==> src/verilog/pdo_pkg.sv <==
// constants for the port d / port e alternate-function override block
// assumes a 32-bit apb slave with word-aligned registers
package pdo_pkg;
  localparam int ADDR_W = 12;
  localparam int PD_W = 8;
  localparam int PE_W = 3;
  // register byte offsets
  localparam logic [11:0] OFS_PD_DATA = 12'h000;
  localparam logic [11:0] OFS_PD_DIR = 12'h004;
  localparam logic [11:0] OFS_PD_PIN = 12'h008;
  localparam logic [11:0] OFS_PE_DATA = 12'h00C;
  localparam logic [11:0] OFS_PE_DIR = 12'h010;
  localparam logic [11:0] OFS_PE_PIN = 12'h014;
  localparam logic [11:0] OFS_CTRL = 12'h018;
  localparam logic [11:0] OFS_DRIVE = 12'h01C;
  // control register fields
  localparam int CTRL_EXT_MEM = 0;
  localparam int CTRL_ASYNC_T2 = 1;
  localparam int CTRL_PULLUP_DIS = 2;
  localparam int CTRL_W = 3;
  // drive status fields: port d output enables then port e output enables
  localparam int DRV_PD_LSB = 0;
  localparam int DRV_PE_LSB = 8;
  // reset values
  localparam logic [7:0] RST_PD = 8'h00;
  localparam logic [2:0] RST_PE = 3'h0;
  localparam logic [2:0] RST_CTRL = 3'h0;
  // pin positions
  localparam int PD_RD = 7;
  localparam int PD_WR = 6;
  localparam int PD_OSC_OUT = 5;
  localparam int PD_OSC_IN = 4;
  localparam int PD_IRQ1 = 3;
  localparam int PD_IRQ0 = 2;
  localparam int PD_TX = 1;
  localparam int PD_RX = 0;
  localparam int PE_CMP_B = 2;
  localparam int PE_ALE = 1;
  localparam int PE_IRQ2 = 0;
endpackage

==> src/verilog/pdo_port_de.sv <==
// port d (8 pins) and port e (3 pins) alternate-function override logic
// assumes peripheral controls come from logic on mclk; pad inputs are asynchronous
//
// Overview of operation
// - async timer2 clocking turns pin d5 into the oscillator amplifier output
// - async timer2 clocking turns pin d4 into the oscillator amplifier input
// - ext memory forces d7,d6 output strobes; async clocking forces d5,d4 input, no pull-up
// - timer1 compare a drives d5 output value; shows only when its direction bit set
// - serial0 clock on d4 is output with direction 1, input otherwise, sync mode only
// - d4 value taken by serial0 clock or timer3 compare a; serial clock wins
// - d3 feeds irq1 and timer3 capture; input enable forced when irq1 enabled
// - serial1 clock on d2 is output with direction 1, input otherwise, sync mode only
// - serial0 transmit enabled forces d1 output, no pull-up, driving transmit data
// - serial0 receive enabled forces d0 input and feeds the receiver
// - while receiver forces d0 input, pull-up follows port data bit and global disable
// - d3,d2 pull-up and direction never overridden; d2 value by serial1 clock output
// - timer1 compare b drives e2 output value only; pin must be set output
// - ext memory forces e1 output driving address latch enable; e2,e0 untouched
// - e0 feeds irq2 and timer1 capture; input enable forced when irq2 enabled
// - d7 strobe in ext memory mode is the external data read control
`timescale 1ns/1ns
module pdo_port_de (
  input wire logic mclk,
  input wire logic arst_n,
  input wire logic psel,
  input wire logic penable,
  input wire logic pwrite,
  input wire logic [11:0] paddr,
  input wire logic [31:0] pwdata,
  output logic [31:0] prdata,
  output logic pready,
  output logic pslverr,
  input wire logic mem_rd_strobe,
  input wire logic mem_wr_strobe,
  input wire logic mem_ale,
  input wire logic t1_cmp_a_en,
  input wire logic t1_cmp_a_out,
  input wire logic t1_cmp_b_en,
  input wire logic t1_cmp_b_out,
  input wire logic t3_cmp_a_en,
  input wire logic t3_cmp_a_out,
  input wire logic ser0_sync_mode,
  input wire logic ser0_ext_clk_out,
  input wire logic ser1_sync_mode,
  input wire logic ser1_ext_clk_out,
  input wire logic ser0_tx_enable,
  input wire logic ser0_tx_line,
  input wire logic ser0_rx_enable,
  input wire logic ext_irq0_en,
  input wire logic ext_irq1_en,
  input wire logic ext_irq2_en,
  output logic ser0_rx_line,
  output logic ser0_ext_clk_in,
  output logic ser1_ext_clk_in,
  output logic ext_irq0,
  output logic ext_irq1,
  output logic ext_irq2,
  output logic t1_capture_in,
  output logic t3_capture_in,
  output logic xtal_osc_connect,
  input wire logic [7:0] pd_in,
  output logic [7:0] pd_out,
  output logic [7:0] pd_oe,
  output logic [7:0] pd_pullup,
  input wire logic [2:0] pe_in,
  output logic [2:0] pe_out,
  output logic [2:0] pe_oe,
  output logic [2:0] pe_pullup
);

  // override enable selects override value, else the port-register value
  function automatic logic pick(input logic en, input logic val, input logic normal);
    pick = en ? val : normal;
  endfunction

  logic rst_meta, rst_n;
  always_ff @(posedge mclk or negedge arst_n) begin
    if (!arst_n) begin
      rst_meta <= 1'b0;
      rst_n <= 1'b0;
    end else begin
      rst_meta <= 1'b1;
      rst_n <= rst_meta;
    end
  end

  // pad synchronisers: first stage read only by the second
  logic [7:0] pd_meta, pd_sync;
  logic [2:0] pe_meta, pe_sync;
  always_ff @(posedge mclk or negedge rst_n) begin
    if (!rst_n) begin
      pd_meta <= 8'h00;
      pd_sync <= 8'h00;
      pe_meta <= 3'h0;
      pe_sync <= 3'h0;
    end else begin
      pd_meta <= pd_in;
      pd_sync <= pd_meta;
      pe_meta <= pe_in;
      pe_sync <= pe_meta;
    end
  end

  // register file
  logic [7:0] pd_data, pd_dir;
  logic [2:0] pe_data, pe_dir, ctrl;
  wire setup_ph = psel && !penable;
  wire access_ph = psel && penable;
  wire hit_pd_data = paddr == pdo_pkg::OFS_PD_DATA;
  wire hit_pd_dir = paddr == pdo_pkg::OFS_PD_DIR;
  wire hit_pd_pin = paddr == pdo_pkg::OFS_PD_PIN;
  wire hit_pe_data = paddr == pdo_pkg::OFS_PE_DATA;
  wire hit_pe_dir = paddr == pdo_pkg::OFS_PE_DIR;
  wire hit_pe_pin = paddr == pdo_pkg::OFS_PE_PIN;
  wire hit_ctrl = paddr == pdo_pkg::OFS_CTRL;
  wire hit_drive = paddr == pdo_pkg::OFS_DRIVE;
  wire hit_any = hit_pd_data || hit_pd_dir || hit_pd_pin || hit_pe_data || hit_pe_dir
                 || hit_pe_pin || hit_ctrl || hit_drive;
  wire wr_en = access_ph && pwrite;

  always_ff @(posedge mclk or negedge rst_n) begin
    if (!rst_n) begin
      pd_data <= pdo_pkg::RST_PD;
      pd_dir <= pdo_pkg::RST_PD;
      pe_data <= pdo_pkg::RST_PE;
      pe_dir <= pdo_pkg::RST_PE;
      ctrl <= pdo_pkg::RST_CTRL;
    end else if (wr_en) begin
      if (hit_pd_data) pd_data <= pwdata[7:0];
      if (hit_pd_dir) pd_dir <= pwdata[7:0];
      if (hit_pe_data) pe_data <= pwdata[2:0];
      if (hit_pe_dir) pe_dir <= pwdata[2:0];
      if (hit_ctrl) ctrl <= pwdata[2:0];
    end
  end

  wire ext_mem_enable = ctrl[pdo_pkg::CTRL_EXT_MEM];
  wire async_timer2_clk = ctrl[pdo_pkg::CTRL_ASYNC_T2];
  wire global_pullup_term = ctrl[pdo_pkg::CTRL_PULLUP_DIS];

  // per-pin override enables and values, port d
  logic [7:0] pd_pu_en, pd_pu_val, pd_dir_en, pd_dir_val;
  logic [7:0] pd_ov_en, pd_ov_val, pd_ie_en, pd_ie_val;
  wire ser0_clk_oe = ser0_sync_mode && pd_dir[pdo_pkg::PD_OSC_IN];
  wire ser1_clk_oe = ser1_sync_mode && pd_dir[pdo_pkg::PD_IRQ0];
  wire portd_bit0_data = pd_data[pdo_pkg::PD_RX];

  always_comb begin
    // d7/d6: memory strobes
    pd_pu_en[7:6] = {2{ext_mem_enable}};
    pd_pu_val[7:6] = 2'h0;
    pd_dir_en[7:6] = {2{ext_mem_enable}};
    pd_dir_val[7:6] = 2'h3;
    pd_ov_en[7:6] = {2{ext_mem_enable}};
    pd_ov_val[7:6] = {mem_rd_strobe, mem_wr_strobe};
    pd_ie_en[7:6] = 2'h0;
    pd_ie_val[7:6] = 2'h0;
    // d5/d4: oscillator pins under async clocking, else compare and serial clock
    pd_pu_en[5:4] = {2{async_timer2_clk}};
    pd_pu_val[5:4] = 2'h0;
    pd_dir_en[5:4] = {2{async_timer2_clk}};
    pd_dir_val[5:4] = 2'h0;
    pd_ie_en[5:4] = {2{async_timer2_clk}};
    pd_ie_val[5:4] = 2'h0;
    pd_ov_en[5] = t1_cmp_a_en;
    pd_ov_val[5] = t1_cmp_a_out;
    pd_ov_en[4] = ser0_clk_oe || t3_cmp_a_en;
    pd_ov_val[4] = ser0_clk_oe ? ser0_ext_clk_out : t3_cmp_a_out;
    // d3/d2: interrupts, never pull-up or direction overridden
    pd_pu_en[3:2] = 2'h0;
    pd_pu_val[3:2] = 2'h0;
    pd_dir_en[3:2] = 2'h0;
    pd_dir_val[3:2] = 2'h0;
    pd_ov_en[3] = 1'b0;
    pd_ov_val[3] = 1'b0;
    pd_ov_en[2] = ser1_clk_oe;
    pd_ov_val[2] = ser1_ext_clk_out;
    pd_ie_en[3:2] = {ext_irq1_en, ext_irq0_en};
    pd_ie_val[3:2] = 2'h3;
    // d1: transmit
    pd_pu_en[1] = ser0_tx_enable;
    pd_pu_val[1] = 1'b0;
    pd_dir_en[1] = ser0_tx_enable;
    pd_dir_val[1] = 1'b1;
    pd_ov_en[1] = ser0_tx_enable;
    pd_ov_val[1] = ser0_tx_line;
    pd_ie_en[1] = 1'b0;
    pd_ie_val[1] = 1'b0;
    // d0: receive; pull-up still software-controlled
    pd_pu_en[0] = ser0_rx_enable;
    pd_pu_val[0] = portd_bit0_data && !global_pullup_term;
    pd_dir_en[0] = ser0_rx_enable;
    pd_dir_val[0] = 1'b0;
    pd_ov_en[0] = 1'b0;
    pd_ov_val[0] = 1'b0;
    pd_ie_en[0] = 1'b0;
    pd_ie_val[0] = 1'b0;
  end

  // port e overrides
  logic [2:0] pe_pu_en, pe_dir_en, pe_ov_en, pe_ov_val, pe_ie_en;
  always_comb begin
    pe_pu_en = {1'b0, ext_mem_enable, 1'b0};
    pe_dir_en = {1'b0, ext_mem_enable, 1'b0};
    pe_ov_en = {t1_cmp_b_en, ext_mem_enable, 1'b0};
    pe_ov_val = {t1_cmp_b_out, mem_ale, 1'b0};
    pe_ie_en = {2'h0, ext_irq2_en};
  end

  // merge with port registers; pull-up needs input direction and no global disable
  logic [7:0] next_pd_out, next_pd_oe, next_pd_pullup, pd_inen;
  logic [2:0] next_pe_out, next_pe_oe, next_pe_pullup, pe_inen;
  always_comb begin
    for (int i = 0; i < pdo_pkg::PD_W; i++) begin
      next_pd_out[i] = pick(pd_ov_en[i], pd_ov_val[i], pd_data[i]);
      next_pd_oe[i] = pick(pd_dir_en[i], pd_dir_val[i], pd_dir[i]);
      next_pd_pullup[i] = pick(pd_pu_en[i], pd_pu_val[i],
                               pd_data[i] && !pd_dir[i] && !global_pullup_term);
      pd_inen[i] = pick(pd_ie_en[i], pd_ie_val[i], 1'b1);
    end
    for (int j = 0; j < pdo_pkg::PE_W; j++) begin
      next_pe_out[j] = pick(pe_ov_en[j], pe_ov_val[j], pe_data[j]);
      next_pe_oe[j] = pick(pe_dir_en[j], 1'b1, pe_dir[j]);
      next_pe_pullup[j] = pick(pe_pu_en[j], 1'b0,
                               pe_data[j] && !pe_dir[j] && !global_pullup_term);
      pe_inen[j] = pick(pe_ie_en[j], 1'b1, 1'b1);
    end
  end

  // a disabled digital input reads as zero so a floating crystal pin draws no current
  wire [7:0] pd_pin = pd_sync & pd_inen;
  wire [2:0] pe_pin = pe_sync & pe_inen;
  wire [10:0] drive_oe = {pe_oe, pd_oe};

  logic [31:0] rd_mux;
  always_comb begin
    rd_mux = 32'h0000_0000;
    if (hit_pd_data) rd_mux[7:0] = pd_data;
    if (hit_pd_dir) rd_mux[7:0] = pd_dir;
    if (hit_pd_pin) rd_mux[7:0] = pd_pin;
    if (hit_pe_data) rd_mux[2:0] = pe_data;
    if (hit_pe_dir) rd_mux[2:0] = pe_dir;
    if (hit_pe_pin) rd_mux[2:0] = pe_pin;
    if (hit_ctrl) rd_mux[2:0] = ctrl;
    if (hit_drive) rd_mux[10:0] = drive_oe;
  end

  // read data captured in setup so it comes from a flip-flop in the access phase
  always_ff @(posedge mclk or negedge rst_n) begin
    if (!rst_n) begin
      prdata <= 32'h0000_0000;
      pd_out <= 8'h00;
      pd_oe <= 8'h00;
      pd_pullup <= 8'h00;
      pe_out <= 3'h0;
      pe_oe <= 3'h0;
      pe_pullup <= 3'h0;
      ser0_rx_line <= 1'b0;
      ser0_ext_clk_in <= 1'b0;
      ser1_ext_clk_in <= 1'b0;
      ext_irq0 <= 1'b0;
      ext_irq1 <= 1'b0;
      ext_irq2 <= 1'b0;
      t1_capture_in <= 1'b0;
      t3_capture_in <= 1'b0;
      xtal_osc_connect <= 1'b0;
    end else begin
      if (setup_ph && !pwrite) prdata <= rd_mux;
      pd_out <= next_pd_out;
      pd_oe <= next_pd_oe;
      pd_pullup <= next_pd_pullup;
      pe_out <= next_pe_out;
      pe_oe <= next_pe_oe;
      pe_pullup <= next_pe_pullup;
      ser0_rx_line <= ser0_rx_enable ? pd_pin[pdo_pkg::PD_RX] : 1'b1;
      ser0_ext_clk_in <= ser0_sync_mode && !pd_dir[pdo_pkg::PD_OSC_IN]
                         && pd_pin[pdo_pkg::PD_OSC_IN];
      ser1_ext_clk_in <= ser1_sync_mode && !pd_dir[pdo_pkg::PD_IRQ0]
                         && pd_pin[pdo_pkg::PD_IRQ0];
      ext_irq0 <= pd_pin[pdo_pkg::PD_IRQ0];
      ext_irq1 <= pd_pin[pdo_pkg::PD_IRQ1];
      t3_capture_in <= pd_pin[pdo_pkg::PD_IRQ1];
      ext_irq2 <= pe_pin[pdo_pkg::PE_IRQ2];
      t1_capture_in <= pe_pin[pdo_pkg::PE_IRQ2];
      xtal_osc_connect <= async_timer2_clk;
    end
  end

  assign pready = 1'b1;
  assign pslverr = access_ph && !hit_any;
endmodule

==> config.mk <==
export PLATFORM = sky130hd
export DESIGN_NAME = pdo_port_de
export DESIGN_NICKNAME = d
export VERILOG_FILES = /design/src/verilog/pdo_pkg.sv /design/src/verilog/pdo_port_de.sv
export SDC_FILE = /design/constraint.sdc
export NUM_CORES = 1
export LEC_CHECK = 0
export BUFFER_PORTS_ARGS = -buffer_cell sky130_fd_sc_hd__buf_2
export CAP_MARGIN = 25
export CORE_MARGIN = 2
export CORE_UTILIZATION = 40
export CTS_CLUSTER_SIZE = 24
export DETAILED_ROUTE_END_ITERATION = 8
export PLACE_DENSITY = 0.68
export SLEW_MARGIN = 10
export SYNTH_ARGS = -nofsm -noshare
export SYNTH_HDL_FRONTEND = slang
export SYNTH_SLANG_ARGS = --single-unit
==> constraint.sdc <==
create_clock -name mclk -period 6.3 [get_ports mclk]
set_clock_uncertainty 0.1 [all_clocks]
set_input_delay 0.945 -clock mclk [delete_from_list [all_inputs] [get_ports mclk]]
set_output_delay 0.945 -clock mclk [all_outputs]
set_load 0.005 [all_outputs]
# --- Word-level counts from Yosys, hierarchy flattened ---
# Index checks and enable logic that the tools add are counted.
word_totals:
  mem_bits_ro: 0
  regBits: 100
  memories: 0
  word_cells: 129
  latch_bits: 0
  ramBits: 0
classes:
  magnitude_cmp: 0
  add_sub_neg: 0
  n_mux: 33
  n_shift: 0
  mul: 0
  bitwise_logic: 1
  n_eq_ne: 7
  reduce_logical: 63
  n_div: 0
ops:
  columns: ["cell", "n"]
  rows:
  - ["12-bit by 5-bit == test with 1-bit output (second input constant)", 4]
  - ["1-bit logical AND", 34]
  - ["1-bit two-way mux", 25]
  - ["12-bit by 4-bit == test with 1-bit output (second input constant)", 2]
  - ["8-bit two-way mux", 3]
  - ["1-bit logical NOT", 15]
  - ["12-bit by 3-bit == test with 1-bit output (second input constant)", 1]
  - ["12-bit logical NOT", 1]
  - ["3-bit two-way mux", 4]
  - ["11-bit two-way mux", 1]
  - ["2-bit AND reduction", 5]
  - ["8-bit AND", 1]
  - ["1-bit logical OR", 8]

# --- Longest topological paths before layout ---
# Gate-level depths: netlist (run 1).
depth:
  word_depth: 10
  mapped_depth: 6
  ltp_nobuf: 4

# --- Least setup slack after synthesis (run 1) ---
# Ideal clock, no wire load.
synth_timing:
  path_kind: "input to output"
  startpoint: "in paddr[0]"
  endpoint: "out pslverr"
  setup_slack_ns: 3.263
  path_stages: 4
  n_path_buf: 1
  t_arrival_ns: 1.992
  path_cell_list: "or4_1 -> nor3_2 -> buf_2 -> nor2_1"
synth_between:
  elab_chain_len: 10
  elab_cells_between_ends: 17
  cone_classes: "eq/ne (7); reduce/logical (10)"
synth_lines:
  columns: ["element", "line_no", "rtl"]
  rows:
  - ["start: declaration", "pdo_port_de.sv:28", "input wire logic [11:0] paddr,"]
  - ["12-bit by 3-bit == test with 1-bit output or 12-bit logical NOT (tied branches)", "pdo_port_de.sv:110, pdo_port_de.sv:109", null]
  - ["1-bit logical OR (4 in series)", "pdo_port_de.sv:117", "wire hit_any = hit_pd_data || hit_pd_dir || hit_pd_pin || hit_pe_data || hit_pe_dir"]
  - ["1-bit logical OR (2 in series)", "pdo_port_de.sv:118", "|| hit_pe_pin || hit_ctrl || hit_drive;"]
  - ["1-bit logical OR *", "pdo_port_de.sv:118", null]
  - ["1-bit logical NOT *", "pdo_port_de.sv:290", "assign pslverr = access_ph && !hit_any;"]
  - ["1-bit logical AND *", "pdo_port_de.sv:290", null]
  - ["end: declaration", "pdo_port_de.sv:32", "output logic pslverr,"]
# Mark *: on every way between the ends. The rest lies on a longest branch, timed or not.

# --- Final worst setup path (run 1) ---
# Ends and elaborated chain as after synthesis.

==> results.tsv, run 1 <==
stage	metric	value	unit
global_routing	grt_pass1_wl	13.2	mm
worst_setup_path	worst_path_cell_chain	buf_2 > or4_1 > nor3_2 > nor2_1 > buf_2	
worst_setup_path	critical_path.n_buffers_inverters	2	
routing	drt_drc_violations_left	0	
yosys	top_area_cells_in_the_synthesized_netlist	sky130_fd_sc_hd__dfrtp_1, sky130_fd_sc_hd__mux2_2, sky130_fd_sc_hd__buf_4	
final_layout	stdcell_count	544	
final_layout	finalInstanceArea	4710	um^2
worst_setup_path	critical-path-slowest-cell	sky130_fd_sc_hd__nor3_2	
clock_tree	cts.sink_count	100	
die	die_h	103	um
yosys	synth_most_common_cell	sky130_fd_sc_hd__dfrtp_1	
worst_setup_path	worst-r2r-cell-count	1	
sta	rsz0062_at_grt	no	
power_and_ir_drop	peakVddDrop	0.000136	V
worst_setup_path	regToRegEndpoint	pd_meta[2]	
routing	route.detailed.vias_per_inst	4.81	
sta	worst_slew_pin_slew	0.982	ns
yosys	syn_area_per_cell	13.1	um^2
place	place_congestion	0.817	
yosys	ys_seq_area_frac	0.635	
clock_tree	number_of_h_tree_levels	3	
final_layout	area_growth_syn_to_layout	19.4	%
routing	totalWireLength	8.63	mm
yosys	yosys_warnings	0	
routing	detail-route-antenna-nets	0	
yosys	synth.top_cells.by_count	sky130_fd_sc_hd__dfrtp_1, sky130_fd_sc_hd__mux2_2, sky130_fd_sc_hd__buf_4	
power_and_ir_drop	total_power	1.15	mW
worst_setup_path	slack_of_the_worst_reg_to_reg_path	4.77	ns
power_and_ir_drop	p_per_area	244	nW/um^2
yosys	syn-instance-count	301	
sta	period_minus_slack	3.73	ns
global_routing	antenna_found_initial	0	
place	place.port_buffers	105	
global_routing	gr-total-overflow	0	
sta	finalCritPeriodShare	0.593	
routing	detailedRoute.firstIterationViolations	176	
clock_tree	maximum_number_of_buffers_from_clock_root_to_sink	2	
run	timing.max_cap.violations	0	
final_layout	finish.utilization	0.486	
worst_setup_path	critical_path.endpoint	pslverr	
final_layout	antenna_cells_inserted	0	
sta	maxSlewHeadroom	0.339	
yosys	ys_ff_latch	100	
outcome	outcome	finished clean	
yosys	netlist.area_leader.share	0.635	
die	die_width	103	um
clock_tree	postCtsResizedCells	0	
sta	final-setup-viol-count	0	
yosys	netlist_area	3940	um^2
worst_setup_path	r2r-start	rst_n	
place	placedInstanceArea	4510	um^2
power_and_ir_drop	static-leakage-power	2.44	nW
routing	detailedRoute.firstPassIterationCount	4	
yosys	synthDistinctLibCells	40	
worst_setup_path	worst_path_class_setup	in2out	
yosys	synth-edff-count	0	
worst_setup_path	critPathTopFamily	simple AND/OR/NAND/NOR gates	
routing	route.vias.total	2619	
die	initial_utilization	0.407	
sta	max_freq	268	MHz
place	placement.setup.worst_slack	2.51	ns
clock_tree	cts.clk_slew.worst_paths	0.09	ns
die	top_level_ports	155	
worst_setup_path	critical_path.most_common_cell	sky130_fd_sc_hd__buf_2	
clock_tree	cts_hold_buffers	0	
worst_setup_path	critPathLaunch	paddr[0]	
sta	final_setup_tns	0	ns
die	die_area	10700	um^2
sta	final_report_max_slew_violation_count	0	
final_layout	post_route_cells_drive_above_1_share	0.409	
final_layout	final_nets	485	
clock_tree	numCtsBuffers	9	
die	fp-row-count	36	
worst_setup_path	critical_path_depth	5	
place	place.detailed.instances	528	
worst_setup_path	timing.critical_path.fanout_max	12	
routing	avgRoutedWirePerCell	15.9	um
worst_setup_path	critPathMaxStageDelay	0.69	ns
worst_setup_path	crit_path_required_time	5.25	ns
sta	hold_viol_final	0	
global_routing	global_route.usage.total	0.168	
clock_tree	clock_tree.root_cell	sky130_fd_sc_hd__clkbuf_8	
yosys	synth_top_flop_cell	sky130_fd_sc_hd__dfrtp_1	
die	fp.coreArea	9680	um^2
sta	fin_ws	2.57	ns
clock_tree	post_cts_buffers	0	
worst_setup_path	setup.worst_path.end_class	output port	
sta	whs	0.244	ns
worst_setup_path	cp.arrival	2.69	ns
yosys	synthDominantAreaCellType	sky130_fd_sc_hd__dfrtp_1	
worst_setup_path	setup.worst_path.start_class	input pin	
yosys	async_flop_share	1.00	
place	hpwlAfterDp	6.11	mm
global_routing	maximum_number_of_pins_on_one_net_before_global_route_repair	52	
clock_tree	tritoncts_clock_tree	built	
global_routing	via_count_of_the_first_global_routing_pass	2571	
clock_tree	clk_lat_worst_skew	0.36	ns
hold_path	min-delay-path-class	in2async	
-- worst min-delay path by stage --
stage          cells past startpoint       start    endpoint  slack [ns]
6_report                           1      arst_n       rst_n        0.24
5_1_grt                            1      arst_n       rst_n        0.23
4_1_cts                            1      arst_n       rst_n        0.23
3_5_place_dp                       0  pd_meta[0]  pd_sync[0]        0.24
3_3_place_gp                       0  pd_meta[4]  pd_sync[4]        0.23
2_1_floorplan                      0  pd_meta[0]  pd_sync[0]        0.23
-- kinds of logic (layout without fill, tap and decap cells) --
group	count (synthesis)	after routing	synth area share
other	2	23	0.00191
and+or+nand+nor	86	86	0.131
AOI/OAI and AO/OA	35	35	0.0581
DFF	100	100	0.635
buffers and inverters	37	126	0.0584
muxes	41	41	0.116
-- layout by cell type, fill, tap and decap left out, drive strengths merged, types with 7 or more instances in the layout --
cell type and n:
clkbuf 13, nand3 7, nor2 19, nor3b 8
nand2 16, dfrtp 100, conb 23, mux2 36
nor2b 7, a21oi 17, buf 107
-- cell type report --
type	count	area [um^2]
clock inverter	3	46.3
timing repair buffer	107	541
tap	133	166
multi-input combinational	185	1290
inverter	3	11.3
sequential	100	2510
clock buffer	13	149
fill	916	4980
-- flip-flops by register name, indices dropped and copies added, names as in the netlist, 8 cells and up --
| register | count |
|---|---|
| pd_data | 8 |
| pd_dir | 8 |
| pd_meta | 8 |
| pd_oe | 8 |
| pd_out | 8 |
| pd_pullup | 8 |
| pd_sync | 8 |
| prdata | 11 |
-- routing by layer --
metal	track usage	vias to the layer above	routed length, um	part of all wire
met1	0.225	1287	3820	0.44
met5	0	-	0	0
met2	0.259	91	4180	0.48
li1	-	1226	-	-
met4	0.0860	0	218	0.025
met3	0.0356	15	418	0.048
-- report_power, final --
| part | internal, mW | switching, mW | total (mW) |
|---|---|---|---|
| Combinational | 0.0301 | 0.0401 | 0.0702 |
| Sequential | 0.658 | 0.0123 | 0.670 |
| Clock | 0.196 | 0.211 | 0.406 |
| Total | 0.884 | 0.263 | 1.15 |
No activity file was read; power rests on OpenSTA's default activity.
==> run 2: changes to the inputs <==
- clock period: 6.3 -> 3.5 ns (I/O delays scaled with it)
==> run 2 against run 1 <==
  * Non-clock buffer count is 5 higher
  * Count of clock-buffer cells in the layout shrank 3
  * Clock power up 88%
  * First-iteration DRC count is 27% lower
  * Critical path depth rose by 1
  * Die area is the same
  * Global-route usage up 0.34 points
  * Largest cell class unchanged
  * Total power increased by 84%
  * Combinational power is 95% higher
  * Core utilization up 0.76 points
==> results.tsv, run 2 (synthesized netlist as in run 1, its figures left out) <==
stage	metric	value	unit
power_and_ir_drop	static-leakage-power	2.48	nW
place	hpwlAfterDp	6.08	mm
power_and_ir_drop	p_per_area	441	nW/um^2
global_routing	grt_pass1_wl	13.4	mm
hold_path	min-delay-path-class	in2reg	
sta	final_report_max_slew_violation_count	0	
routing	route.vias.total	2724	
die	initial_utilization	0.407	
clock_tree	cts.sink_count	100	
clock_tree	clock_tree.root_cell	sky130_fd_sc_hd__clkbuf_8	
global_routing	global_route.usage.met2	0.277	
place	place_congestion	0.833	
global_routing	top_usage_layer	met2	
global_routing	antenna_found_initial	0	
power_and_ir_drop	power_frac_seq	0.572	
sta	hold_viol_final	0	
global_routing	global_route.usage.total	0.171	
worst_setup_path	setup.worst_path.end_class	output port	
final_layout	antenna_cells_inserted	0	
die	die_width	103	um
worst_setup_path	slack_of_the_worst_reg_to_reg_path	2.07	ns
worst_setup_path	r2r-start	ctrl[2]	
sta	final_setup_tns	0	ns
clock_tree	numCtsBuffers	9	
clock_tree	number_of_h_tree_levels	3	
global_routing	grt_use_met3	0.0403	
final_layout	largest_register_ffs	11	
run	timing.max_cap.violations	0	
final_layout	area_growth_syn_to_layout	21.3	%
outcome	outcome	finished clean	
clock_tree	tritoncts_clock_tree	built	
global_routing	globalRouteMet1Util	0.220	
sta	period_minus_slack	2.48	ns
final_layout	nFillCells	876	
sta	worst_slew_pin_slew	0.906	ns
final_layout	leading_cell_type_in_the_layout_fill_and_taps_excluded	sky130_fd_sc_hd__buf_2	
power_and_ir_drop	share_clk_of_total_power	0.363	
routing	detail-route-antenna-nets	0	
worst_setup_path	regToRegEndpoint	prdata[2]	
final_layout	finish.utilization	0.494	
global_routing	maximum_number_of_pins_on_one_net_before_global_route_repair	84	
routing	detailedRoute.firstIterationViolations	129	
worst_setup_path	setup.worst_path.start_class	input pin	
power_and_ir_drop	sw_frac_of_total	0.241	
die	top_level_ports	155	
worst_setup_path	timing.critical_path.fanout_max	11	
die	fp-row-count	36	
sta	max_freq	403	MHz
sta	maxSlewHeadroom	0.390	
routing	route.detailed.vias_per_inst	4.96	
worst_setup_path	crit_path_required_time	2.87	ns
clock_tree	postCtsResizedCells	0	
final_layout	post_route_cells_drive_above_1_share	0.421	
power_and_ir_drop	share_comb_of_total_power	0.065	
power_and_ir_drop	netSwitchingPower	507	uW
final_layout	final_nets	490	
final_layout	max_flop_register	prdata	
power_and_ir_drop	p_int	1.60	mW
clock_tree	cts.clk_slew.worst_paths	0.10	ns
clock_tree	clk_lat_worst_skew	0.37	ns
routing	drt_drc_violations_left	0	
global_routing	via_count_of_the_first_global_routing_pass	2607	
worst_setup_path	worst_path_class_setup	in2out	
clock_tree	maximum_number_of_buffers_from_clock_root_to_sink	2	
worst_setup_path	worst-r2r-cell-count	4	
sta	final-setup-viol-count	0	
sta	rsz0062_at_grt	no	
routing	avgRoutedWirePerCell	16.2	um
global_routing	gr-total-overflow	0	
sta	finalCritPeriodShare	0.708	
routing	totalWireLength	8.90	mm
place	place.port_buffers	105	
clock_tree	post_cts_buffers	0	
die	die_h	103	um
sta	whs	0.153	ns
routing	detailedRoute.firstPassIterationCount	4	
worst_setup_path	cp.arrival	1.85	ns
worst_setup_path	critical_path.endpoint	pslverr	
final_layout	final_cell_mix	sky130_fd_sc_hd__buf_2, sky130_fd_sc_hd__dfrtp_1, sky130_fd_sc_hd__mux2_2	
worst_setup_path	critPathLaunch	paddr[0]	
die	fp.coreArea	9680	um^2
die	die_area	10700	um^2
power_and_ir_drop	peakVddDrop	0.000214	V
[run 2: changes by cell type in the layout (fill, tap and decap cells not counted)]
| cell | previous run | this run |
|---|---|---|
| sky130_fd_sc_hd__buf_16 | 0 | 1 |
| sky130_fd_sc_hd__clkinv_4 | 1 | 2 |
| sky130_fd_sc_hd__clkinvlp_4 | 1 | 2 |
| sky130_fd_sc_hd__buf_4 | 2 | 5 |
| sky130_fd_sc_hd__dlygate4sd3_1 | 0 | 1 |
| sky130_fd_sc_hd__clkbuf_1 | 3 | 0 |
| sky130_fd_sc_hd__inv_6 | 0 | 1 |
[run 2: critical path, stage by stage]
cell and delay [ns]:
sky130_fd_sc_hd__buf_2 0.09, sky130_fd_sc_hd__or4_1 0.63, sky130_fd_sc_hd__nor3_2 0.17, sky130_fd_sc_hd__buf_4 0.23, sky130_fd_sc_hd__nor2_1 0.08, sky130_fd_sc_hd__buf_2 0.12
[run 2: timing repair]
action | 4_1_cts | 5_1_grt
hold buffers | 1 | 0
setup endpoints to repair | 0 | 0
hold endpoints to repair | 2 | 0
[run 2: routing by layer]
metal / up-vias / wire length (um)
met4: 0 / 229
met2: 121 / 4460
met3: 18 / 553
li1: 1236 / -
met5: - / 0
met1: 1349 / 3660
[run 2: power groups by stage]
stage / logic, mW / clock network, mW / registers (mW)
after floorplan: 0.0694 / 0 / 1.24
after global placement: 0.118 / 0 / 1.24
after detailed placement: 0.122 / 0 / 1.24
after CTS: 0.123 / 0.784 / 1.22
after global routing: 0.156 / 0.827 / 1.21
final: 0.137 / 0.764 / 1.20
[run 2: layout make-up]
cell class / count / area (um^2) / area share
clock buffers: 10 / 138 / 0.0288
clock inverters: 6 / 71.3 / 0.0149
inverters: 3 / 11.3 / 0.00236
multi-input cells: 185 / 1290 / 0.269
flip-flops and latches: 100 / 2510 / 0.524
well taps: 133 / 166 / 0.0348
repair buffers: 112 / 601 / 0.126
[run 2: how the worst min path moves through the flow]
| stage | from | endpoint | depth (start not counted) |
|---|---|---|---|
| global placement | arst_n | rst_meta | 1 |
| floorplan | arst_n | rst_meta | 0 |
| CTS | pd_in[3] | pd_meta[3] | 1 |
| detailed placement | arst_n | rst_n | 1 |
| finish | pd_in[3] | pd_meta[3] | 1 |
| global route | pe_in[0] | pe_meta[0] | 1 |
[run 2: metrics by stage]
stage                     worst slack (ns)  instances  total power [mW]  cell area (um^2)
after global placement               0.770        531              1.36              4530
after global routing                 0.927        549              2.19              4780
after floorplan                      0.408        322              1.30              4020
after detailed placement             0.734        531              1.36              4530
final                                 1.02        549              2.11              4780
after CTS                             1.01        548              2.12              4750
==> run 3: changes to the inputs <==
- PLACE_DENSITY: 0.68 -> 0.7
- clock period: 3.5 -> 2.1 ns (I/O delays scaled with it)
==> run 3 against run 2 <==
  * Sequential share of layout area shrank 2.3 points
  * Global-route usage grew 0.27 points
  * Hold slack lost 0.12 ns
  * Critical path depth is the same
  * Combinational power grew 80%
  * Total power grew 64%
  * Final cell count grew 4.9%
  * Critical endpoint unchanged
  * Largest power group unchanged
==> results.tsv, run 3 (synthesized netlist as in run 1, its figures left out) <==
stage	metric	value	unit
worst_setup_path	slack_of_the_worst_reg_to_reg_path	0.76	ns
final_layout	post_route_cells_drive_above_1_share	0.431	
final_layout	finalInstanceArea	5000	um^2
clock_tree	tritoncts_clock_tree	built	
sta	hold_viol_final	0	
place	place_congestion	0.844	
power_and_ir_drop	power_frac_seq	0.581	
final_layout	antenna_cells_inserted	0	
die	top_level_ports	155	
routing	route.vias.total	2806	
sta	worst_slew_pin_slew	0.745	ns
place	placedInstanceArea	4680	um^2
sta	final_report_max_slew_violation_count	0	
worst_setup_path	setup.worst_path.end_class	output port	
sta	max_freq	510	MHz
die	initial_utilization	0.407	
place	placement.setup.worst_slack	-0.0968	ns
worst_setup_path	r2r-start	ctrl[2]	
power_and_ir_drop	netSwitchingPower	812	uW
power_and_ir_drop	peakVddDrop	0.000289	V
final_layout	area_growth_syn_to_layout	26.9	%
global_routing	antenna_found_initial	0	
worst_setup_path	worst-r2r-cell-count	1	
power_and_ir_drop	static-leakage-power	2.60	nW
outcome	outcome	finished clean	
global_routing	grt_pass1_wl	13.7	mm
place	place.port_buffers	105	
die	die_width	103	um
power_and_ir_drop	share_comb_of_total_power	0.072	
sta	finalCritPeriodShare	0.934	
sta	period_minus_slack	1.96	ns
clock_tree	clk_lat_worst_skew	0.36	ns
die	die_area	10700	um^2
hold_path	hold_end	pd_oe[0]	
hold_path	min-delay-path-class	in2reg	
sta	fin_ws	0.139	ns
die	fp-row-count	36	
routing	avgRoutedWirePerCell	15.3	um
power_and_ir_drop	p_int	2.64	mW
clock_tree	clock_tree.root_cell	sky130_fd_sc_hd__clkbuf_8	
routing	detailedRoute.firstPassIterationCount	4	
power_and_ir_drop	p_per_area	691	nW/um^2
hold_path	hold-path-cell-count	2	
worst_setup_path	crit_path_required_time	1.68	ns
clock_tree	cts.clk_slew.worst_paths	0.10	ns
final_layout	final_cell_mix	sky130_fd_sc_hd__buf_2, sky130_fd_sc_hd__dfrtp_1, sky130_fd_sc_hd__mux2_2	
die	fp.coreArea	9680	um^2
sta	maxSlewHeadroom	0.502	
routing	drt_drc_violations_left	0	
worst_setup_path	setup.worst_path.start_class	input pin	
global_routing	global_route.usage.total	0.174	
final_layout	max_flop_register	prdata	
clock_tree	cts.sink_count	100	
die	die_h	103	um
clock_tree	maximum_number_of_buffers_from_clock_root_to_sink	2	
global_routing	via_count_of_the_first_global_routing_pass	2672	
worst_setup_path	worst_path_class_setup	in2out	
sta	rsz0062_at_grt	no	
worst_setup_path	cp.arrival	1.55	ns
final_layout	largest_register_ffs	11	
global_routing	maximum_number_of_pins_on_one_net_before_global_route_repair	42	
routing	detail-route-antenna-nets	0	
final_layout	final_nets	517	
power_and_ir_drop	share_clk_of_total_power	0.347	
final_layout	leading_cell_type_in_the_layout_fill_and_taps_excluded	sky130_fd_sc_hd__buf_2	
routing	detailedRoute.firstIterationViolations	115	
routing	route.detailed.vias_per_inst	4.87	
place	hpwlAfterDp	6.37	mm
sta	final-setup-viol-count	0	
global_routing	gr-total-overflow	0	
run	timing.max_cap.violations	0	
worst_setup_path	timing.critical_path.fanout_max	11	
clock_tree	numCtsBuffers	9	
hold_path	timing.hold.worst.start	ser0_rx_enable	
worst_setup_path	regToRegEndpoint	pd_pullup[5]	
routing	totalWireLength	8.81	mm
power_and_ir_drop	sw_frac_of_total	0.235	
clock_tree	number_of_h_tree_levels	3	
run 3: changes by cell type in the layout (fill, tap and decap cells not counted), sizes merged:
cell,change
buf,+16
dlygate4sd3,+11
run 3: through the flow:
stage	util	cells	TNS, ns	hold slack, ns	total power [mW]
finish	0.516	576	0	0.0280	3.45
global route	0.516	576	0	0.0112	3.62
CTS	0.515	576	0	0.00799	3.50
detailed placement	0.483	548	-1.00	0.00340	2.28
global placement	0.483	548	-1.01	-0.000304	2.27
floorplan	-	322	0	-0.0806	2.18
run 3: final cells by class:
cell class              count  area (um^2)
well taps                 133          166
flip-flops and latches    100         2510
clock buffers              10          128
repair buffers            139          827
inverters                   3         11.3
multi-input cells         185         1300
clock inverters             6         63.8
fillers                   871         4690
run 3: what timing repair did:
| item | CTS | global route |
|---|---|---|
| setup buffers | 0 | 1 |
| hold buffers | 12 | 0 |
| endpoints found under the setup margin | 0 | 1 |
| hold endpoints to repair | 13 | 0 |
| gates resized for setup | 0 | 2 |
run 3: worst max-delay path by stage:
stage              from   endpoint  slack, ns
2_1_floorplan  paddr[9]  pd_dir[0]       0.02
3_3_place_gp   paddr[9]  pd_dir[7]      -0.09
3_5_place_dp   paddr[9]  pd_dir[2]       -0.1
4_1_cts        paddr[9]    pslverr       0.01
5_1_grt        paddr[0]    pslverr       0.09
6_report       paddr[0]    pslverr       0.14
run 3: layer usage:
metal  track usage  wire [um]  vias to the layer above
li1              -          -                     1289
met1         0.236       3690                     1379
met2         0.271       4220                      128
met3        0.0504        792                       10
met4        0.0597        104                        0
met5             0          0                        -
run 3: power groups by stage:
stage | Sequential [mW] | Combinational (mW) | Clock, mW
after floorplan | 2.06 | 0.116 | 0
after global placement | 2.05 | 0.226 | 0
after detailed placement | 2.05 | 0.232 | 0
after CTS | 2.01 | 0.249 | 1.24
after global routing | 2.02 | 0.281 | 1.32
final | 2.01 | 0.247 | 1.20
run 3: critical path, stage by stage:
cell                     delay [ns]
sky130_fd_sc_hd__buf_2         0.10
sky130_fd_sc_hd__or4_4         0.56
sky130_fd_sc_hd__nor3_4        0.21
sky130_fd_sc_hd__buf_6         0.18
sky130_fd_sc_hd__nor2_1        0.05
sky130_fd_sc_hd__buf_2         0.12
